File: config.mk
export PLATFORM = sky130hd
export DESIGN_NAME = trx_regs
export DESIGN_NICKNAME = d
export VERILOG_FILES = /design/src/common/trx_pkg.sv /design/src/common/trx_flag_if.sv /design/src/hw/trx_flag_unit.sv /design/src/hw/trx_regs.sv
export SDC_FILE = /design/constraint.sdc
export NUM_CORES = 1
export LEC_CHECK = 0
export BUFFER_PORTS_ARGS = -buffer_cell sky130_fd_sc_hd__buf_2
export CAP_MARGIN = 20
export CORE_MARGIN = 10
export CORE_UTILIZATION = 40
export DETAILED_ROUTE_END_ITERATION = 10
export GPL_TIMING_DRIVEN = 0
export PLACE_DENSITY = 0.67
export REMOVE_ABC_BUFFERS = 1
export SLEW_MARGIN = 20
export SYNTH_ARGS = -nofsm -noshare
export SYNTH_HDL_FRONTEND = slang
export SYNTH_SLANG_ARGS = --single-unit
export TNS_END_PERCENT = 5
File: constraint.sdc
create_clock -name clock -period 2.4 [get_ports clock]
set_input_delay 0.48 -clock clock [delete_from_list [all_inputs] [get_ports clock]]
set_output_delay 0.48 -clock clock [all_outputs]
set_load 0.05 [all_outputs]
File: src/common/trx_pkg.sv
// constants for the transmitter flag and receiver control registers
// assumes one 100 MHz clock and a host port that decodes register accesses
// Operation
// - finished user-to-transmit copy sets done flag when mask bit 0 is set
// - done flag drives interrupt and summary bit
// - slip or block start sets slip flag when mask bit 1 is set
// - select bit picks slip or block start
// - slip flag drives interrupt and summary bit
// - mask bit 0 enables done interrupt
// - mask bit 1 enables slip interrupt
// - mode bits 1:0 pick done trigger
// - mode bits 3:2 pick slip trigger
// - control bits 1:0 pick line receiver
// - control bit 3 picks reference clock
// - control bit 4 halts receive copies
// - control two bit 0 enables clock pin
// - divider field divides recovered clock 1/2/4/8
// - auto-mute zeroes audio when both unlocked
// - bit 4 stops or frees clock on unlock
// - pll byte holds pre-divider and multiplier high
// - status read-only, upper six bits zero
// - reference loop uses pre-divider and multiplier
// - transmit copy disable suspends user copies
package trx_pkg;
  localparam logic [7:0] ADDR_TX_STATUS = 8'h0A;
  localparam logic [7:0] ADDR_TX_MASK = 8'h0B;
  localparam logic [7:0] ADDR_TX_MODE = 8'h0C;
  localparam logic [7:0] ADDR_RX_CTRL1 = 8'h0D;
  localparam logic [7:0] ADDR_RX_CTRL2 = 8'h0E;
  localparam logic [7:0] ADDR_PLL_CFG1 = 8'h0F;
  localparam int FLAG_XFER = 0;
  localparam int FLAG_SLIP = 1;
  localparam int MODE_XFER_LSB = 0;
  localparam int MODE_SLIP_LSB = 2;
  localparam int RX1_SEL_LSB = 0;
  localparam int RX1_REF = 3;
  localparam int RX1_COPY_DIS = 4;
  localparam int RX2_PIN_EN = 0;
  localparam int RX2_DIV_LSB = 1;
  localparam int RX2_MUTE = 3;
  localparam int RX2_LOL = 4;
  localparam int PLL_J_LSB = 0;
  localparam int PLL_P_LSB = 4;
  localparam logic [7:0] WMASK_TX_MASK = 8'h03;
  localparam logic [7:0] WMASK_TX_MODE = 8'h0F;
  localparam logic [7:0] WMASK_RX_CTRL1 = 8'h1B;
  localparam logic [7:0] WMASK_RX_CTRL2 = 8'h1F;
  localparam logic [7:0] WMASK_PLL_CFG1 = 8'hFF;
  localparam logic [7:0] RST_TX_MASK = 8'h00;
  localparam logic [7:0] RST_TX_MODE = 8'h00;
  localparam logic [7:0] RST_RX_CTRL1 = 8'h00;
  localparam logic [7:0] RST_RX_CTRL2 = 8'h00;
  localparam logic [7:0] RST_PLL_CFG1 = 8'h00;
  typedef enum logic [1:0] {
    TRIG_RISE,
    TRIG_FALL,
    TRIG_LEVEL,
    TRIG_RSVD
  } trx_trig_t;
endpackage : trx_pkg

File: src/common/trx_flag_if.sv
// flag conditions, masks and trigger modes shared with the flag unit
// assumes both ends on the same clock
`timescale 1ns/10ps
interface trx_flag_if;
  logic [1:0] cond;
  logic [1:0] mask;
  logic [3:0] mode;
  logic clear;
  logic [1:0] flags;
  logic [1:0] next_flags;
  modport ctrl(output cond, output mask, output mode, output clear,
    input flags, input next_flags);
  modport unit(input cond, input mask, input mode, input clear,
    output flags, output next_flags);
endinterface : trx_flag_if

File: src/hw/trx_flag_unit.sv
// sticky transmitter flags with per-flag trigger mode and mask
// assumes conditions come from logic on the same clock
`timescale 1ns/10ps
module trx_flag_unit (
  // clock and reset
  input wire logic clock,
  input wire logic rst,
  // flag group
  trx_flag_if.unit fl
);
  logic [1:0] prev_cond;
  logic [1:0] hit;
  logic [1:0] next_prev_cond;
  logic [1:0] flags;

  genvar gi;
  generate
    for (gi = 0; gi < 2; gi++) begin : g_flag
      trx_pkg::trx_trig_t md;
      logic hit_one;
      assign md = trx_pkg::trx_trig_t'(fl.mode[2*gi +: 2]);
      always_comb begin
        case (md)
          trx_pkg::TRIG_RISE: hit_one = fl.cond[gi] & ~prev_cond[gi];
          trx_pkg::TRIG_FALL: hit_one = ~fl.cond[gi] & prev_cond[gi];
          trx_pkg::TRIG_LEVEL: hit_one = fl.cond[gi];
          default: hit_one = 1'b0;
        endcase
      end
      // one driver per bit keeps each flag's trigger in its own process
      assign hit[gi] = hit_one;
    end
  endgenerate

  always_comb begin
    next_prev_cond = fl.cond;
    // set wins over a clear in the same cycle
    fl.next_flags = (flags & ~{2{fl.clear}}) | (hit & fl.mask);
  end

  always_ff @(posedge clock) begin
    if (rst) begin
      prev_cond <= 2'h0;
      flags <= 2'h0;
    end else begin
      prev_cond <= next_prev_cond;
      flags <= fl.next_flags;
    end
  end

  assign fl.flags = flags;

  property p_masked_stays;
    @(posedge clock) disable iff (rst)
    (fl.clear && fl.mask == 2'h0) |=> flags == 2'h0;
  endproperty
  a_masked_stays: assert property (p_masked_stays)
    else $error("masked flag set after clear");

  property p_level_sets;
    @(posedge clock) disable iff (rst)
    (fl.mode[3:2] == 2'h2 && fl.mask[1] && fl.cond[1]) |=> flags[1];
  endproperty
  a_level_sets: assert property (p_level_sets)
    else $error("level slip did not set flag");
endmodule : trx_flag_unit

File: src/hw/trx_regs.sv
// registers 0x0A..0x0F: transmitter flags, receiver control, pll byte
// assumes the host port presents decoded one-cycle register strobes
`timescale 1ns/10ps
module trx_regs (
  // clock and reset
  input wire logic clock,
  input wire logic rst,
  // register port from the host interface
  input wire logic [7:0] reg_addr,
  input wire logic [7:0] reg_wdata,
  input wire logic reg_wr,
  input wire logic reg_rd,
  output logic [7:0] reg_rdata,
  // transmitter side
  input wire logic xfer_done,
  input wire logic async_slip,
  input wire logic block_start,
  input wire logic slip_source_select,
  input wire logic transmit_copy_disable,
  output logic transmit_copy_allow,
  output logic int_n,
  output logic tx_summary,
  // receiver side
  input wire logic [3:0] rx_line,
  output logic rx_core_data,
  output logic receiver_ref_select,
  output logic receive_copy_allow,
  output logic [3:0] pll_pre_divider,
  output logic [3:0] pll_multiplier_high,
  // recovered clock
  input wire logic loop_clock,
  input wire logic decoder_unlock,
  input wire logic loop_unlock,
  output logic recovered_clock_out,
  output logic recovered_clock_oe,
  // audio path
  input wire logic [23:0] audio_in,
  output logic [23:0] audio_out
);
  trx_flag_if fl();

  logic [7:0] tx_mask;
  logic [7:0] tx_mode;
  logic [7:0] rx_ctrl1;
  logic [7:0] rx_ctrl2;
  logic [7:0] pll_cfg1;
  logic [7:0] next_tx_mask;
  logic [7:0] next_tx_mode;
  logic [7:0] next_rx_ctrl1;
  logic [7:0] next_rx_ctrl2;
  logic [7:0] next_pll_cfg1;
  logic [7:0] next_reg_rdata;
  logic next_int_n;
  logic next_tx_summary;
  logic [3:0] rx_meta;
  logic [3:0] rx_sync;
  logic next_rx_core_data;
  logic loop_prev;
  logic [2:0] div_cnt;
  logic next_loop_prev;
  logic [2:0] next_div_cnt;
  logic next_clk_out;
  logic clock_stopped;
  logic mute;
  logic [23:0] next_audio_out;
  logic [1:0] div_sel;

  trx_flag_unit u_flags (
    .clock(clock),
    .rst(rst),
    .fl(fl.unit)
  );

  // flag conditions and controls into the flag unit
  always_comb begin
    fl.cond[trx_pkg::FLAG_XFER] = xfer_done & ~transmit_copy_disable;
    fl.cond[trx_pkg::FLAG_SLIP] = slip_source_select ? block_start
      : async_slip;
    fl.mask = tx_mask[1:0];
    fl.mode = tx_mode[3:0];
    fl.clear = reg_rd && reg_addr == trx_pkg::ADDR_TX_STATUS;
  end

  assign transmit_copy_allow = ~transmit_copy_disable;

  // register writes and reads
  always_comb begin
    next_tx_mask = tx_mask;
    next_tx_mode = tx_mode;
    next_rx_ctrl1 = rx_ctrl1;
    next_rx_ctrl2 = rx_ctrl2;
    next_pll_cfg1 = pll_cfg1;
    next_reg_rdata = reg_rdata;
    if (reg_wr) begin
      case (reg_addr)
        trx_pkg::ADDR_TX_MASK:
          next_tx_mask = reg_wdata & trx_pkg::WMASK_TX_MASK;
        trx_pkg::ADDR_TX_MODE:
          next_tx_mode = reg_wdata & trx_pkg::WMASK_TX_MODE;
        trx_pkg::ADDR_RX_CTRL1:
          next_rx_ctrl1 = reg_wdata & trx_pkg::WMASK_RX_CTRL1;
        trx_pkg::ADDR_RX_CTRL2:
          next_rx_ctrl2 = reg_wdata & trx_pkg::WMASK_RX_CTRL2;
        trx_pkg::ADDR_PLL_CFG1:
          next_pll_cfg1 = reg_wdata & trx_pkg::WMASK_PLL_CFG1;
        default: begin
        end
      endcase
    end
    if (reg_rd) begin
      case (reg_addr)
        trx_pkg::ADDR_TX_STATUS: next_reg_rdata = {6'h00, fl.flags};
        trx_pkg::ADDR_TX_MASK: next_reg_rdata = tx_mask;
        trx_pkg::ADDR_TX_MODE: next_reg_rdata = tx_mode;
        trx_pkg::ADDR_RX_CTRL1: next_reg_rdata = rx_ctrl1;
        trx_pkg::ADDR_RX_CTRL2: next_reg_rdata = rx_ctrl2;
        trx_pkg::ADDR_PLL_CFG1: next_reg_rdata = pll_cfg1;
        default: next_reg_rdata = 8'h00;
      endcase
    end
  end

  always_ff @(posedge clock) begin
    if (rst) begin
      tx_mask <= trx_pkg::RST_TX_MASK;
      tx_mode <= trx_pkg::RST_TX_MODE;
      rx_ctrl1 <= trx_pkg::RST_RX_CTRL1;
      rx_ctrl2 <= trx_pkg::RST_RX_CTRL2;
      pll_cfg1 <= trx_pkg::RST_PLL_CFG1;
      reg_rdata <= 8'h00;
    end else begin
      tx_mask <= next_tx_mask;
      tx_mode <= next_tx_mode;
      rx_ctrl1 <= next_rx_ctrl1;
      rx_ctrl2 <= next_rx_ctrl2;
      pll_cfg1 <= next_pll_cfg1;
      reg_rdata <= next_reg_rdata;
    end
  end

  // interrupt pin and summary bit follow the flags
  always_comb begin
    next_int_n = ~|fl.next_flags;
    next_tx_summary = |fl.next_flags;
  end

  always_ff @(posedge clock) begin
    if (rst) begin
      int_n <= 1'b1;
      tx_summary <= 1'b0;
    end else begin
      int_n <= next_int_n;
      tx_summary <= next_tx_summary;
    end
  end

  // receiver steering
  assign receiver_ref_select = rx_ctrl1[trx_pkg::RX1_REF];
  assign receive_copy_allow = ~rx_ctrl1[trx_pkg::RX1_COPY_DIS];
  assign pll_pre_divider = pll_cfg1[trx_pkg::PLL_P_LSB +: 4];
  assign pll_multiplier_high = pll_cfg1[trx_pkg::PLL_J_LSB +: 4];
  assign recovered_clock_oe = rx_ctrl2[trx_pkg::RX2_PIN_EN];

  // line receiver pins pass two flops before the input mux
  always_comb begin
    next_rx_core_data = rx_sync[rx_ctrl1[trx_pkg::RX1_SEL_LSB +: 2]];
  end

  always_ff @(posedge clock) begin
    if (rst) begin
      rx_meta <= 4'h0;
      rx_sync <= 4'h0;
      rx_core_data <= 1'b0;
    end else begin
      rx_meta <= rx_line;
      rx_sync <= rx_meta;
      rx_core_data <= next_rx_core_data;
    end
  end

  // recovered clock divider on the loop output
  assign div_sel = rx_ctrl2[trx_pkg::RX2_DIV_LSB +: 2];
  assign clock_stopped = loop_unlock & ~rx_ctrl2[trx_pkg::RX2_LOL];

  always_comb begin
    next_loop_prev = loop_clock;
    next_div_cnt = div_cnt;
    if (clock_stopped) begin
      next_clk_out = 1'b0;
    end else begin
      if (loop_clock && !loop_prev) begin
        next_div_cnt = div_cnt + 3'h1;
      end
      case (div_sel)
        2'h0: next_clk_out = loop_clock;
        2'h1: next_clk_out = next_div_cnt[0];
        2'h2: next_clk_out = next_div_cnt[1];
        default: next_clk_out = next_div_cnt[2];
      endcase
    end
  end

  always_ff @(posedge clock) begin
    if (rst) begin
      loop_prev <= 1'b0;
      div_cnt <= 3'h0;
      recovered_clock_out <= 1'b0;
    end else begin
      loop_prev <= next_loop_prev;
      div_cnt <= next_div_cnt;
      recovered_clock_out <= next_clk_out;
    end
  end

  // audio auto-mute on loss of lock
  assign mute = rx_ctrl2[trx_pkg::RX2_MUTE] & decoder_unlock & loop_unlock;

  always_comb begin
    next_audio_out = mute ? 24'h000000 : audio_in;
  end

  always_ff @(posedge clock) begin
    if (rst) begin
      audio_out <= 24'h000000;
    end else begin
      audio_out <= next_audio_out;
    end
  end

  property p_done_sets_flag;
    @(posedge clock) disable iff (rst)
    (xfer_done && !$past(xfer_done) && !transmit_copy_disable
      && tx_mask[0] && tx_mode[1:0] == 2'h0)
      |=> fl.flags[trx_pkg::FLAG_XFER];
  endproperty
  a_done_sets_flag: assert property (p_done_sets_flag)
    else $error("finished copy did not set done flag");

  property p_disable_blocks;
    @(posedge clock) disable iff (rst)
    (transmit_copy_disable && !fl.flags[0] && !fl.cond[0])
      |=> !fl.flags[0];
  endproperty
  a_disable_blocks: assert property (p_disable_blocks)
    else $error("done flag set while copies disabled");

  property p_flag_int;
    @(posedge clock) disable iff (rst)
    (fl.flags != 2'h0) |-> (!int_n && tx_summary);
  endproperty
  a_flag_int: assert property (p_flag_int)
    else $error("flag set without interrupt and summary");

  property p_slip_int;
    @(posedge clock) disable iff (rst)
    $rose(fl.flags[1]) |-> !int_n;
  endproperty
  a_slip_int: assert property (p_slip_int)
    else $error("slip flag without interrupt low");

  property p_slip_src;
    @(posedge clock) disable iff (rst)
    (slip_source_select && block_start && tx_mask[1]
      && tx_mode[3:2] == 2'h2) |=> fl.flags[1];
  endproperty
  a_slip_src: assert property (p_slip_src)
    else $error("block start did not set slip flag");

  property p_status_read;
    @(posedge clock) disable iff (rst)
    (reg_rd && reg_addr == trx_pkg::ADDR_TX_STATUS)
      |=> reg_rdata[7:2] == 6'h00;
  endproperty
  a_status_read: assert property (p_status_read)
    else $error("status upper bits not zero");

  property p_reserved_zero;
    @(posedge clock) disable iff (rst)
    (reg_wr && reg_addr == trx_pkg::ADDR_RX_CTRL1)
      |=> (rx_ctrl1[7:5] == 3'h0 && rx_ctrl1[2] == 1'b0);
  endproperty
  a_reserved_zero: assert property (p_reserved_zero)
    else $error("reserved control bits stored");

  property p_input_mux;
    @(posedge clock) disable iff (rst)
    $stable(rx_ctrl1[1:0]) |=> rx_core_data == $past(rx_sync[rx_ctrl1[1:0]]);
  endproperty
  a_input_mux: assert property (p_input_mux)
    else $error("wrong line receiver routed");

  property p_mute;
    @(posedge clock) disable iff (rst)
    mute |=> audio_out == 24'h000000;
  endproperty
  a_mute: assert property (p_mute)
    else $error("audio not muted on loss of lock");

  property p_clock_stop;
    @(posedge clock) disable iff (rst)
    clock_stopped [*2] |-> !recovered_clock_out;
  endproperty
  a_clock_stop: assert property (p_clock_stop)
    else $error("recovered clock ran while stopped");

  property p_pin_enable;
    @(posedge clock) disable iff (rst)
    (reg_wr && reg_addr == trx_pkg::ADDR_RX_CTRL2)
      |=> recovered_clock_oe == $past(reg_wdata[0]);
  endproperty
  a_pin_enable: assert property (p_pin_enable)
    else $error("clock pin enable not taken from write");
endmodule : trx_regs

==> metrics.txt <==
outcome=complete, no violations; Clock Path Buffers=2; Detail Route Antenna Nets=0; Seq/Total Area, Yosys=between 50% and 60%; CTS tree=done; final non-filler cell area=3550 µm²; iteration-0 DRC count of the detailed router=70; RSZ-0062 raised after global routing=false; vias per cell=4.74; final clock period utilization by the worst path=approximately 74%; setup repair bufs after CTS=0; root cell of the clock tree=clkbuf_8; worst min path class=input port to register; placed cell area=3310 µm²; num rows=30; EDFF count, synth=0; IO Port Bufs=103; Relative slew margins=48.7%; Setup Viol. Count Final=0; H-tree Lvls=3; IO Count=around 100; Fin. Hold Viols=0; crit path launch type=input port; post-synth cell types=37; share of cells above drive strength 1=35.7%; register bit count reported by yosys=between 70 and 80; Crit. End Element=register; Clock Sinks=75; actual slew at the worst max-slew pin=0.769 ns; vias in the first global route=approximately 2.2k; crit path time final=1.77 ns; Syn Area/Cell=around 10 µm²; Placer Congestion=0.738; simple-gate share of the synthesized area=between 20% and 30%; cell area after synthesis=about 2700 µm²; first-pass GRT wire length=~11,000 µm; Final Non-Filler Cells=450; DRC=0; synth warn=0; Synth Flop Type=dfxtp_1; synthesized instance count=roughly 260; Die Ht=about 100 µm; Total GRT Usage=12.7%; drt total wl=6390 µm; placed insts=roughly 430; router iterations before antenna repair=4; largest net degree at the start of global routing=45; Max Clk Rate=about 560 MHz; cell leakage power=1.56 nW; Setup TNS Final=0 ns; clk_lat worst skew=0.35 ns; Area growth, synth to finish=30.0%; Die Wd=a little over 100 µm; share of the synthesized area in compound gates (AO/OA/AOI/OAI)=under 10%; WS Path Type=input port to register; n_diodes=0; total CTS buffers=9; # hold bufs at CTS=0; post-CTS resize count=0; global route overflow=0; DIE AREA=approximately 11,000 µm²; Clock transition at path regs=0.08 ns; Synth Area in Adders=less than 1%; Crit path required time=around 2.6 ns; fraction of registers with async set/reset=0%; Slew Limit Fails=0; post-synthesis mux area share=about an eighth; post-layout total power=roughly 2.7 mW; Critical Path AT=1.98 ns; DP Wirelength=~4900 µm; Starting Density=40.7%; post-synthesis xor/xnor area fraction=around 1.3%; Max-Cap Viols=0; final setup skew=roughly 0.0083 ns; nets@finish=approximately 420; Pwr Density=about 760 nW/µm²; DR WL/cell=approximately 14 µm; largest family of logic cells by synthesized area=simple AND/OR/NAND/NOR gates; crit path max fanout=8; initial antenna violation count=0; Core ar.=approximately 6700 µm²; DR vias=2,135; maximum VDD drop=between 0.4 and 0.5 mV
## final cells by class
| cell class | count | area, µm² |
|---|---|---|
| Fill cell | 640 | 3160 |
| Clock inverter | 6 | 114 |
| Inverter | 4 | 15.0 |
| Sequential cell | 75 | 1500 |
| Multi-Input combinational cell | 172 | 1180 |
| Timing Repair Buffer | 103 | 515 |
| Tap cell | 80 | 100 |
| Clock buffer | 10 | 128 |
## sequential cells by signal, indices dropped and copies added, names as in the netlist
register / flops
audio_out: 24
pll_cfg1: 8
reg_rdata: 8
rx_ctrl2: 5
rx_ctrl1: 4
rx_meta: 4
rx_sync: 4
tx_mode: 4
div_cnt: 3
tx_mask: 2
u_flags.fl.flags: 2
u_flags.prev_cond: 2
int_n: 1
loop_prev: 1
recovered_clock_out: 1
rx_core_data: 1
tx_summary: 1
## cells in the final DEF, fill, tap and decap left out, types with 2 or more instances in the layout
cell | synthesis | final
dfxtp_1 | 75 | 75
nor2b_1 | 16 | 16
a22oi_1 | 3 | 3
o21ai_0 | 12 | 12
clkinvlp_4 | 0 | 2
mux2_2 | 2 | 2
bufinv_16 | 0 | 3
a21oi_1 | 3 | 3
and3_1 | 2 | 2
inv_1 | 4 | 4
nand3_1 | 2 | 2
a22o_1 | 5 | 5
nand2_1 | 13 | 13
clkbuf_8 | 0 | 9
xor2_1 | 2 | 2
mux4_2 | 2 | 2
buf_2 | 2 | 103
and2_1 | 24 | 24
xnor2_1 | 2 | 2
or2_2 | 2 | 2
mux2i_1 | 28 | 28
nand2b_1 | 2 | 2
nor2_1 | 34 | 34
o31ai_1 | 2 | 2
nor3_1 | 2 | 2
## critical path, stage by stage
cell and delay [ns]:
buf_2 0.11, nor4_4 0.39, nand4_4 0.19, nor2_2 0.51, mux2i_1 0.25, nor2_1 0.05
## Yosys cell counts, drive strengths merged (3+ instances only)
cell type | instances | share of area, %
dfxtp | 75 | 55
nor2 | 35 | 4.9
mux2i | 28 | 10
and2 | 24 | 5.5
nor2b | 16 | 3.7
nand2 | 13 | 1.8
o21ai | 12 | 2.2
clkbuf | 6 | 0.82
a22o | 5 | 1.6
buf | 5 | 0.78
inv | 4 | 0.55
a21oi | 3 | 0.55
a22oi | 3 | 0.82
nor3 | 3 | 0.73
## path summary, 6_finish.rpt
kind	start	to	slack [ns]	cells after the start
setup / recovery	reg_addr[5]	pll_cfg1[3]$_SDFFE_PP0P_	0.63	6
hold / removal	audio_in[5]	audio_out[5]$_SDFF_PP0_	0.32	2
setup reg to reg	u_flags.prev_cond[1]$_SDFF_PP0_	tx_summary$_SDFF_PP0_	1.09	5
hold reg to reg	rx_meta[3]$_SDFF_PP0_	rx_sync[3]$_SDFF_PP0_	0.44	1
## per-stage QoR
step                      setup slack, ns  utilization [%]  hold WS (ns)
after floorplan                     0.624                -         0.414
after global placement             0.0840             49.2         0.420
after detailed placement            0.231             49.3         0.429
after CTS                           0.604             52.9         0.301
after global routing                0.464             52.9         0.320
final                               0.629             52.9         0.323
## cells by family after synthesis
kind of cell,count (synthesis)
simple gates,106
mux,32
fa+ha+maj,1
compound gates,29
buf+inv,15
flops,75
xor+xnor,4
## report_power, final
group          total, mW  switching [mW]  internal [mW]
Clock               1.16           0.472          0.692
Sequential          1.29         0.00934           1.28
Combinational      0.243           0.162         0.0810
## routing by layer
layer	global-route usage, %	part of all wire (%)	vias to the layer above
li1	-	-	1085
met1	13.9	42	941
met2	19.0	41	99
met3	7.98	15	10
met4	5.86	1.5	0
met5	0	0	-
No activity file was read; power rests on OpenSTA's default activity.
